## src/design/bts_defines.vh

```
// bus transfer sequencer constants: register map, fields, delays
`ifndef BTS_DEFINES_VH
`define BTS_DEFINES_VH

// seconds tick: one second of clk at 250 MHz, sized to the prescaler
`define BTS_SEC_CYCLES      28'hEE6B280

// delays in seconds
`define BTS_T_LOSS_S        8'h05
`define BTS_T_BOTH_OPEN_S   8'h0A
`define BTS_T_GEN_CALL_S    8'h0F
`define BTS_T_STAB_S        8'h0A
`define BTS_T_TIE_S         8'h0A
`define BTS_T_GEN_RET_S     8'h05
`define BTS_T_GEN_TEST_S    8'h0A

// register byte offsets
`define BTS_REG_CTRL        12'h000
`define BTS_REG_CMD         12'h004
`define BTS_REG_STAT        12'h008
`define BTS_REG_GEN         12'h00C
`define BTS_REG_TANK        12'h010

// control register fields and reset value
`define BTS_CTRL_AUTO       0
`define BTS_CTRL_RETX       1
`define BTS_CTRL_TEST_LO    2
`define BTS_CTRL_TEST_HI    3
`define BTS_CTRL_GEN        4
`define BTS_CTRL_RST        5'h13

// command register fields (write one to act)
`define BTS_CMD_OPEN_TIE    0
`define BTS_CMD_CLOSE_MAIN  1
`define BTS_CMD_OPEN_GEN    3

// test selector codes
`define BTS_TEST_NONE       2'h0
`define BTS_TEST_BUS_A      2'h1
`define BTS_TEST_BUS_B      2'h2

`endif

```

## src/design/bts_sec_timer.v

```verilog
// seconds timer: counts ticks while its condition holds, clears when it drops
`timescale 1ns/1ps
`default_nettype none
module bts_sec_timer
(
   // clock and reset
   input  wire       clk,
   input  wire       rst,
   // control
   input  wire       tick,
   input  wire       run,
   // elapsed seconds, saturating
   output reg  [7:0] cnt_q
);

   always @(posedge clk or posedge rst)
   begin
      if (rst)
         cnt_q <= 8'h00;
      else if (!run)
         cnt_q <= 8'h00;
      else if (tick && (cnt_q != 8'hFF))
         cnt_q <= cnt_q + 8'h01;
   end

endmodule // bts_sec_timer
`default_nettype wire

```

## src/design/bts_sequencer.v

```verilog
// bus transfer sequencer: breaker and generator sequencing behind an apb slave
//
// Summary of operation
// - idle: both mains closed, tie open, mode automatic.
// - five seconds of loss on a bus opens its main.
// - tie closes after ten seconds, main open and bus dead.
// - tie never closes while both buses have lost source.
// - auto retransfer: ten seconds of normal voltage, then tie opens.
// - ten seconds after tie opens, main recloses if tie open, bus dead.
// - retransfer enable off holds retransfer; turning it on resumes.
// - manual mode: operator opens tie; main close only after stabilization.
// - test position simulates loss; five seconds later main opens.
// - tie never closes while both mains report closed.
// - test back to normal retransfers by the manual procedure.
// - ten seconds of loss on both buses opens both mains.
// - fifteen seconds of loss on both buses calls both generators.
// - each generator breaker closes once its set is running and available.
// - auto: ten seconds stable voltage, then generator breaker opens.
// - opening a generator breaker drops that generator's run request.
// - five seconds later main closes if generator breaker open, bus dead.
// - manual: operator opens generator breaker after stabilization expired.
// - bus A test: call generator, ten seconds, close its breaker; tie open.
// - bus B test: same for bus B breaker; bus A generator called too.
// - per generator discrete status inputs and an analog tank level.
//
// The register offsets and the APB interface to the registers were left to the implementer.
`timescale 1ns/1ps
`default_nettype none
`include "bts_defines.vh"
module bts_sequencer
#(
   parameter [27:0] SEC_CYCLES = `BTS_SEC_CYCLES
)
(
   // clock and reset
   input  wire        clk,
   input  wire        rst,
   // apb slave
   input  wire        psel,
   input  wire        penable,
   input  wire        pwrite,
   input  wire [11:0] paddr,
   input  wire [31:0] pwdata,
   output reg  [31:0] prdata,
   output reg         pready,
   output reg         pslverr,
   // source loss and no-voltage relays
   input  wire        src_loss_a,
   input  wire        src_loss_b,
   input  wire        dead_a,
   input  wire        dead_b,
   // breaker position contacts
   input  wire        main_a_open,
   input  wire        main_b_open,
   input  wire        tie_open,
   input  wire        gen_a_breaker_open,
   input  wire        gen_b_breaker_open,
   // generator a status
   input  wire        gen_a_fire,
   input  wire        gen_a_running,
   input  wire        gen_a_fault,
   input  wire        gen_a_leak,
   input  wire        gen_a_tank_hi,
   input  wire        gen_a_tank_lo,
   input  wire [15:0] gen_a_level,
   // generator b status
   input  wire        gen_b_fire,
   input  wire        gen_b_running,
   input  wire        gen_b_fault,
   input  wire        gen_b_leak,
   input  wire        gen_b_tank_hi,
   input  wire        gen_b_tank_lo,
   input  wire [15:0] gen_b_level,
   // breaker commands, high means close
   output wire        main_a_close,
   output wire        main_b_close,
   output reg         tie_close,
   output wire        gen_a_breaker_close,
   output wire        gen_b_breaker_close,
   // generator run requests
   output reg         gen_a_run,
   output reg         gen_b_run
);

   localparam [2:0] ST_NORM       = 3'h0;
   localparam [2:0] ST_TIE_WAIT   = 3'h1;
   localparam [2:0] ST_ON_TIE     = 3'h2;
   localparam [2:0] ST_TIE_OPENED = 3'h3;
   localparam [2:0] ST_GEN_WAIT   = 3'h4;
   localparam [2:0] ST_ON_GEN     = 3'h5;
   localparam [2:0] ST_GEN_OPENED = 3'h6;

   // one-hot bus flag for the test selector
   function [1:0] test_dec;
      input [1:0] sel;
      begin
         test_dec = {sel == `BTS_TEST_BUS_B, sel == `BTS_TEST_BUS_A};
      end
   endfunction

   reg  [27:0] pre_q;
   reg         tick_q;
   reg  [4:0]  ctrl_q;
   reg  [4:0]  cmd_q;
   reg  [31:0] rd_d;
   reg         hit_d;
   wire [7:0]  both_s;

   wire        auto_mode  = ctrl_q[`BTS_CTRL_AUTO];
   wire        retx_en    = ctrl_q[`BTS_CTRL_RETX];
   wire        gen_scheme = ctrl_q[`BTS_CTRL_GEN];
   wire [1:0]  test_hit   = test_dec(ctrl_q[`BTS_CTRL_TEST_HI:`BTS_CTRL_TEST_LO]);

   wire [1:0]  src_loss   = {src_loss_b, src_loss_a};
   wire [1:0]  dead       = {dead_b, dead_a};
   wire [1:0]  main_open  = {main_b_open, main_a_open};
   wire [1:0]  gbrk_open  = {gen_b_breaker_open, gen_a_breaker_open};
   wire [1:0]  gen_runs   = {gen_b_running, gen_a_running};
   wire [1:0]  gen_avail  = {~gen_b_fault & ~gen_b_fire, ~gen_a_fault & ~gen_a_fire};
   wire [5:0]  gen_a_stat = {gen_a_tank_lo, gen_a_tank_hi, gen_a_leak,
                             gen_a_fault, gen_a_running, gen_a_fire};
   wire [5:0]  gen_b_stat = {gen_b_tank_lo, gen_b_tank_hi, gen_b_leak,
                             gen_b_fault, gen_b_running, gen_b_fire};
   wire        both_loss  = src_loss_a & src_loss_b;
   wire        apb_setup  = psel & penable & ~pready;
   wire        apb_done   = psel & penable & pready;

   // seconds prescaler; a delay of n seconds waits for n+1 ticks, so never short
   always @(posedge clk or posedge rst)
   begin
      if (rst)
      begin
         pre_q  <= 28'h0000000;
         tick_q <= 1'b0;
      end
      else
      begin
         tick_q <= (pre_q == SEC_CYCLES - 28'h0000001);
         if (pre_q == SEC_CYCLES - 28'h0000001)
            pre_q <= 28'h0000000;
         else
            pre_q <= pre_q + 28'h0000001;
      end
   end

   bts_sec_timer u_both
   (
      .clk   (clk),
      .rst   (rst),
      .tick  (tick_q),
      .run   (both_loss),
      .cnt_q (both_s)
   );

   genvar b;
   generate
      for (b = 0; b < 2; b = b + 1)
      begin : bus
         reg  [2:0] st_q;
         reg  [2:0] st_d;
         reg        main_q;
         reg        gbrk_q;
         reg        run_q;
         reg        man_q;
         wire [7:0] loss_s;
         wire [7:0] stab_s;
         wire [7:0] seq_s;
         // a test position counts as a source loss on its bus
         wire       lost      = src_loss[b] | test_hit[b];
         wire       stab_done = stab_s > `BTS_T_STAB_S;
         wire       manual    = ~auto_mode | man_q;
         wire       seq_run   = (st_q == ST_TIE_WAIT) | (st_q == ST_TIE_OPENED) |
                                (st_q == ST_GEN_WAIT) | (st_q == ST_GEN_OPENED);
         wire       open_due  = (gen_scheme & both_loss) ?
                                (both_s > `BTS_T_BOTH_OPEN_S) :
                                (loss_s > `BTS_T_LOSS_S);

         bts_sec_timer u_loss
         (
            .clk   (clk),
            .rst   (rst),
            .tick  (tick_q),
            .run   (lost),
            .cnt_q (loss_s)
         );

         bts_sec_timer u_stab
         (
            .clk   (clk),
            .rst   (rst),
            .tick  (tick_q),
            .run   (~lost),
            .cnt_q (stab_s)
         );

         bts_sec_timer u_seq
         (
            .clk   (clk),
            .rst   (rst),
            .tick  (tick_q),
            .run   (seq_run),
            .cnt_q (seq_s)
         );

         always @*
         begin
            st_d = st_q;
            case (st_q)
               ST_NORM:
                  if (open_due)
                  begin
                     if (gen_scheme & (both_loss | test_hit[b]))
                        st_d = ST_GEN_WAIT;
                     else
                        st_d = ST_TIE_WAIT;
                  end
               ST_TIE_WAIT:
                  // source back before the tie closed: go straight to reclosing
                  if (stab_done)
                     st_d = ST_TIE_OPENED;
                  else if ((seq_s > `BTS_T_TIE_S) & main_open[b] & dead[b]
                           & ~both_loss
                           & (main_open[0] | main_open[1]))
                     st_d = ST_ON_TIE;
               ST_ON_TIE:
                  if (manual ? (cmd_q[`BTS_CMD_OPEN_TIE] & ~lost)
                             : (stab_done & retx_en))
                     st_d = ST_TIE_OPENED;
               ST_TIE_OPENED:
                  if (tie_open & dead[b] &
                      (manual ? (cmd_q[`BTS_CMD_CLOSE_MAIN + b] & stab_done)
                              : (seq_s > `BTS_T_TIE_S)))
                     st_d = ST_NORM;
               ST_GEN_WAIT:
                  if (run_q & gen_runs[b] & gen_avail[b]
                      & main_open[b] & dead[b]
                      & (~test_hit[b] | (seq_s > `BTS_T_GEN_TEST_S)))
                     st_d = ST_ON_GEN;
               ST_ON_GEN:
                  if (stab_done & (manual ? cmd_q[`BTS_CMD_OPEN_GEN + b]
                                          : retx_en))
                     st_d = ST_GEN_OPENED;
               ST_GEN_OPENED:
                  if (gbrk_open[b] & dead[b] & (seq_s > `BTS_T_GEN_RET_S)
                      & (~manual | cmd_q[`BTS_CMD_CLOSE_MAIN + b]))
                     st_d = ST_NORM;
               default:
                  st_d = ST_NORM;
            endcase
         end

         always @(posedge clk or posedge rst)
         begin
            if (rst)
            begin
               st_q   <= ST_NORM;
               main_q <= 1'b1;
               gbrk_q <= 1'b0;
               run_q  <= 1'b0;
               man_q  <= 1'b0;
            end
            else
            begin
               st_q   <= st_d;
               main_q <= (st_d == ST_NORM);
               gbrk_q <= (st_d == ST_ON_GEN);
               if ((st_d == ST_GEN_OPENED) | (st_d == ST_NORM))
                  run_q <= 1'b0;
               else if ((st_q == ST_GEN_WAIT) &
                        (test_hit[b] | (both_s > `BTS_T_GEN_CALL_S)))
                  run_q <= 1'b1;
               if (st_d == ST_NORM)
                  man_q <= 1'b0;
               else if ((st_q == ST_NORM) & test_hit[b])
                  man_q <= 1'b1;
            end
         end
      end
   endgenerate

   assign main_a_close        = bus[0].main_q;
   assign main_b_close        = bus[1].main_q;
   assign gen_a_breaker_close = bus[0].gbrk_q;
   assign gen_b_breaker_close = bus[1].gbrk_q;

   // shared tie and run outputs
   always @(posedge clk or posedge rst)
   begin
      if (rst)
      begin
         tie_close <= 1'b0;
         gen_a_run <= 1'b0;
         gen_b_run <= 1'b0;
      end
      else
      begin
         // gen scheme skips the tie states on a double loss or a test, so the tie stays open then
         tie_close <= (bus[0].st_d == ST_ON_TIE) | (bus[1].st_d == ST_ON_TIE);
         gen_a_run <= bus[0].run_q | (bus[1].run_q & test_hit[1]);
         gen_b_run <= bus[1].run_q;
      end
   end

   // read mux and address decode
   always @*
   begin
      rd_d  = 32'h00000000;
      hit_d = 1'b1;
      case (paddr)
         `BTS_REG_CTRL:
            rd_d = {27'h0000000, ctrl_q};
         `BTS_REG_CMD:
            rd_d = 32'h00000000;
         `BTS_REG_STAT:
            rd_d = {16'h0000, both_loss, gen_b_run, gen_a_run,
                    gen_b_breaker_close, gen_a_breaker_close, tie_close,
                    main_b_close, main_a_close,
                    1'b0, bus[1].st_q, 1'b0, bus[0].st_q};
         `BTS_REG_GEN:
            rd_d = {18'h00000, gen_b_stat, 2'h0, gen_a_stat};
         `BTS_REG_TANK:
            rd_d = {gen_b_level, gen_a_level};
         default:
            hit_d = 1'b0;
      endcase
   end

   // apb slave: one wait state, write lands on the completing edge
   always @(posedge clk or posedge rst)
   begin
      if (rst)
      begin
         ctrl_q  <= `BTS_CTRL_RST;
         cmd_q   <= 5'h00;
         prdata  <= 32'h00000000;
         pready  <= 1'b0;
         pslverr <= 1'b0;
      end
      else
      begin
         pready <= apb_setup;
         cmd_q  <= 5'h00;
         if (apb_setup)
         begin
            prdata  <= pwrite ? 32'h00000000 : rd_d;
            pslverr <= ~hit_d;
         end
         else if (apb_done)
         begin
            prdata  <= 32'h00000000;
            pslverr <= 1'b0;
         end
         if (apb_done & pwrite)
         begin
            if (paddr == `BTS_REG_CTRL)
               ctrl_q <= pwdata[4:0];
            if (paddr == `BTS_REG_CMD)
               cmd_q <= pwdata[4:0];
         end
      end
   end

endmodule // bts_sequencer
`default_nettype wire

```

## config.mk

```make
export PLATFORM = sky130hd
export DESIGN_NAME = bts_sequencer
export DESIGN_NICKNAME = d
export VERILOG_FILES = /design/src/design/bts_sec_timer.v /design/src/design/bts_sequencer.v
export VERILOG_INCLUDE_DIRS = /design/src /design/src/design
export SDC_FILE = /design/constraint.sdc
export NUM_CORES = 1
export LEC_CHECK = 0
export ABC_AREA = 1
export ABC_CLOCK_PERIOD_IN_PS = 4400
export BUFFER_PORTS_ARGS = -buffer_cell sky130_fd_sc_hd__buf_4
export CORE_UTILIZATION = 53
export CTS_BUF_LIST = sky130_fd_sc_hd__clkbuf_8
export CTS_CLUSTER_DIAMETER = 30
export CTS_CLUSTER_SIZE = 24
export DETAILED_ROUTE_END_ITERATION = 12
export HOLD_SLACK_MARGIN = 0.03
export PLACE_DENSITY = 0.79
export RECOVER_POWER = 50
export SYNTH_ARGS = -nofsm -noshare
export SYNTH_HDL_FRONTEND = slang
export SYNTH_SLANG_ARGS = --single-unit
```

## constraint.sdc

```tcl
create_clock -name clk -period 4.4 [get_ports clk]
set_input_delay 0.66 -clock clk [delete_from_list [all_inputs] [get_ports clk]]
set_output_delay 0.66 -clock clk [all_outputs]
set_load 0.01 [all_outputs]
```

==> summary.txt <==
fin nets: 1,323
max cap viols: 1
Buffers on Ports: 115
CTS tree: done
Netlist cell types: 45
vias: 7,493
post-CTS setup buffer count: 0
Final Max Tran Viols: 36
slowest stage cell on the critical path: clkbuf_1
Crit Reg-Reg Endpoint: pre_q[24]
number of synthesized flops with an enable pin: 0
Yosys reg bits: 146
Setup Crit Path Kind: in -> reg
Finished Core Util: 0.650
Slew @ Worst Pin: 1.59 ns
Worst EP arrival: 3.47 ns
startpoint types: primary input
GPL Wtd Cong: 0.930
wire per inst: 13.8 µm
IR drop worst, VDD: 0.000171 V
GR Overflow Total: 0
drt initial violations: 480
CP dominant cell by count: nand2_1
pwr dens: 278 nW/µm²
clk_lat worst skew: 0.46 ns
Core ar.: 14,800 µm²
cts hold-fix bufs: 0
I/O pins: 143
top_reg_cell synth: dfrtp_1
leakage: 4.70 nW
Hold Crit Class: in -> async
Tmin final: 3.13 ns
CP Cell Sequence: buf_4, nand2_1, clkbuf_1, nor2_1, nand2_1, clkinv_1, nand2_1, inv_2, a22o_1
Post-DP HPWL: 14,200 µm
Place WS: 1.65 ns
Reg2Reg Depth: 8
Setup crit start: psel
synth warn: 0
Num CTS Buffers: 17
crit share post-route: 0.710
Final setup viols: 0
most frequent cells in the layout: nand2_1, inv_1, dfrtp_1, nor2_1, buf_4
fill count: 1,287
initial antenna violation count: 0
Hold Fails Final Rpt: 0
post-DR vias/cell: 5.36
most common cell after layout, fill and taps aside: nand2_1
R2R setup slack: 1.81 ns
mapped cell area: 8160 µm²
Cell Rows: 44
status: complete, but fails checks
DIE AREA: 15,900 µm²
Crit Path Max Fanout: 35
Async SR Flop Fraction: 1.00
layout cells sized above 1: 0.158
largest net degree at the start of global routing: 147
CP endpoint kind: flop
drt pass-1 iters: 5
wirelength, routed: 19,300 µm
Die Y: 126 µm
diode count: 0
Syn Inst Count: 1,078
Clock Pin Slew Worst Setup and Hold Paths: 0.08 ns
PostCTS Resize Cnt: 0
Initial Util: 0.553
root buf cell: clkbuf_8
GRT Util Overall: 0.251
Setup Skew: 0.0151 ns
setup ws final: 1.27 ns
die width: 126 µm
post-route non-filler standard cell count: 1,397
register area: 3660 µm²
Area Growth Syn to Fin: 17.5%
area occupied by multi-input gates: 3710 µm²
Clock Path Buffers: 2
sequential fraction of the synthesis area: 0.449
setup_tns: 0 ns
Worst path max stage delay: 1.15 ns
H-tree lvl count: 4
vias in the first global route: 6,860
WHS: 0.401 ns
RSZ-0062 raised after global routing: no
Max transition margin: -0.0598
failing checks: max-capacitance violations, max-slew violations
clock sink count: 146
maximum clock frequency: 320 MHz
Syn Area/Cell: 7.57 µm²
Reg-to-Reg Start: pre_q[0]
DRC violations left: 0
worst endpoint required time: 4.74 ns
first-pass GRT wire length: 31,800 µm
Inst Count DP: 1,365
syn_nets: 1,201
Final ANT Viol Nets: 0
==> cell usage after synthesis (all sizes together), types with 2 or more instances <==
cell type / instances / share of area
xor2: 13 / 0.014
and3: 2 / 0.0015
a21oi: 46 / 0.030
o221ai: 7 / 0.0075
o22ai: 9 / 0.0069
dfrtp: 141 / 0.43
dfstp: 5 / 0.016
xnor2: 2 / 0.0021
inv: 182 / 0.084
nor3: 51 / 0.036
a31oi: 10 / 0.0077
o21bai: 2 / 0.0018
clkinv: 2 / 0.00092
o21a: 6 / 0.0055
clkbuf: 9 / 0.0041
nor4: 7 / 0.0054
ha: 21 / 0.032
o21ai: 69 / 0.042
buf: 5 / 0.0034
a211oi: 5 / 0.0046
a22o: 11 / 0.012
nor2: 128 / 0.065
nand4: 15 / 0.012
nand2: 246 / 0.12
nand3: 76 / 0.049
==> sequential cells by signal, indices dropped and copies added (netlist names), 2 cells and up <==
| register | flops |
|---|---|
| bus.st_q | 6 |
| bus.run_q | 2 |
| prdata | 32 |
| bus.u_seq.cnt_q | 16 |
| ctrl_q | 5 |
| cmd_q | 5 |
| pre_q | 28 |
| bus.man_q | 2 |
| bus.u_stab.cnt_q | 16 |
| bus.u_loss.cnt_q | 16 |
| u_both.cnt_q | 8 |
==> layer usage <==
layer / track usage / vias to the layer above / wire length (µm)
li1: - / 3744 / -
met1: 0.326 / 3521 / 8580
met2: 0.422 / 195 / 9340
met3: 0.0455 / 33 / 1020
met4: 0.0843 / 0 / 365
met5: 0 / - / 0
==> power by group <==
part           switching (mW)  internal, mW
Combinational           0.126        0.0858
Clock                   0.523         0.556
Sequential             0.0139          1.36
Total                   0.663          2.00
==> cells by family (layout without fill, tap and decap cells) <==
| logic type | after synthesis | in the layout | share of synthesized area |
|---|---|---|---|
| buffers and inverters | 198 | 333 | 0.0922 |
| DFF | 146 | 146 | 0.449 |
| xor gates and xnor gates | 15 | 15 | 0.0161 |
| AOI/OAI and AO/OA | 170 | 170 | 0.123 |
| and+or+nand+nor | 528 | 528 | 0.288 |
| adders and majority gates | 21 | 21 | 0.0322 |
==> through the flow <==
stage | cell area [µm²] | power (mW)
3_5_place_dp | 9220 | 1.61
6_report | 9590 | 2.67
3_3_place_gp | 9220 | 1.61
2_1_floorplan | 8160 | 1.50
5_1_grt | 9590 | 2.77
4_1_cts | 9630 | 2.68
==> worst max-delay path by stage <==
stage	to	slack, ns	cells past startpoint
global placement	prdata[11]	1.75	9
finish	prdata[5]	1.27	9
floorplan	bus[0].man_q	1.91	1
detailed placement	prdata[14]	1.65	9
CTS	pre_q[24]	1.91	8
global route	prdata[5]	0.96	9
==> critical path, delay by kind of cell <==
family          cells  cell delay (ns)
buf+inv             4             1.84
compound gates      1             0.23
simple gates        4             0.74
==> area by class of cell <==
class,count,area share
Timing Repair Buffer,117,0.0925
Inverter,184,0.0722
Clock inverter,15,0.0176
Sequential cell,146,0.382
Tap cell,184,0.0240
Clock buffer,17,0.0244
Multi-Input combinational cell,734,0.387
No activity file was read; power rests on OpenSTA's default activity.
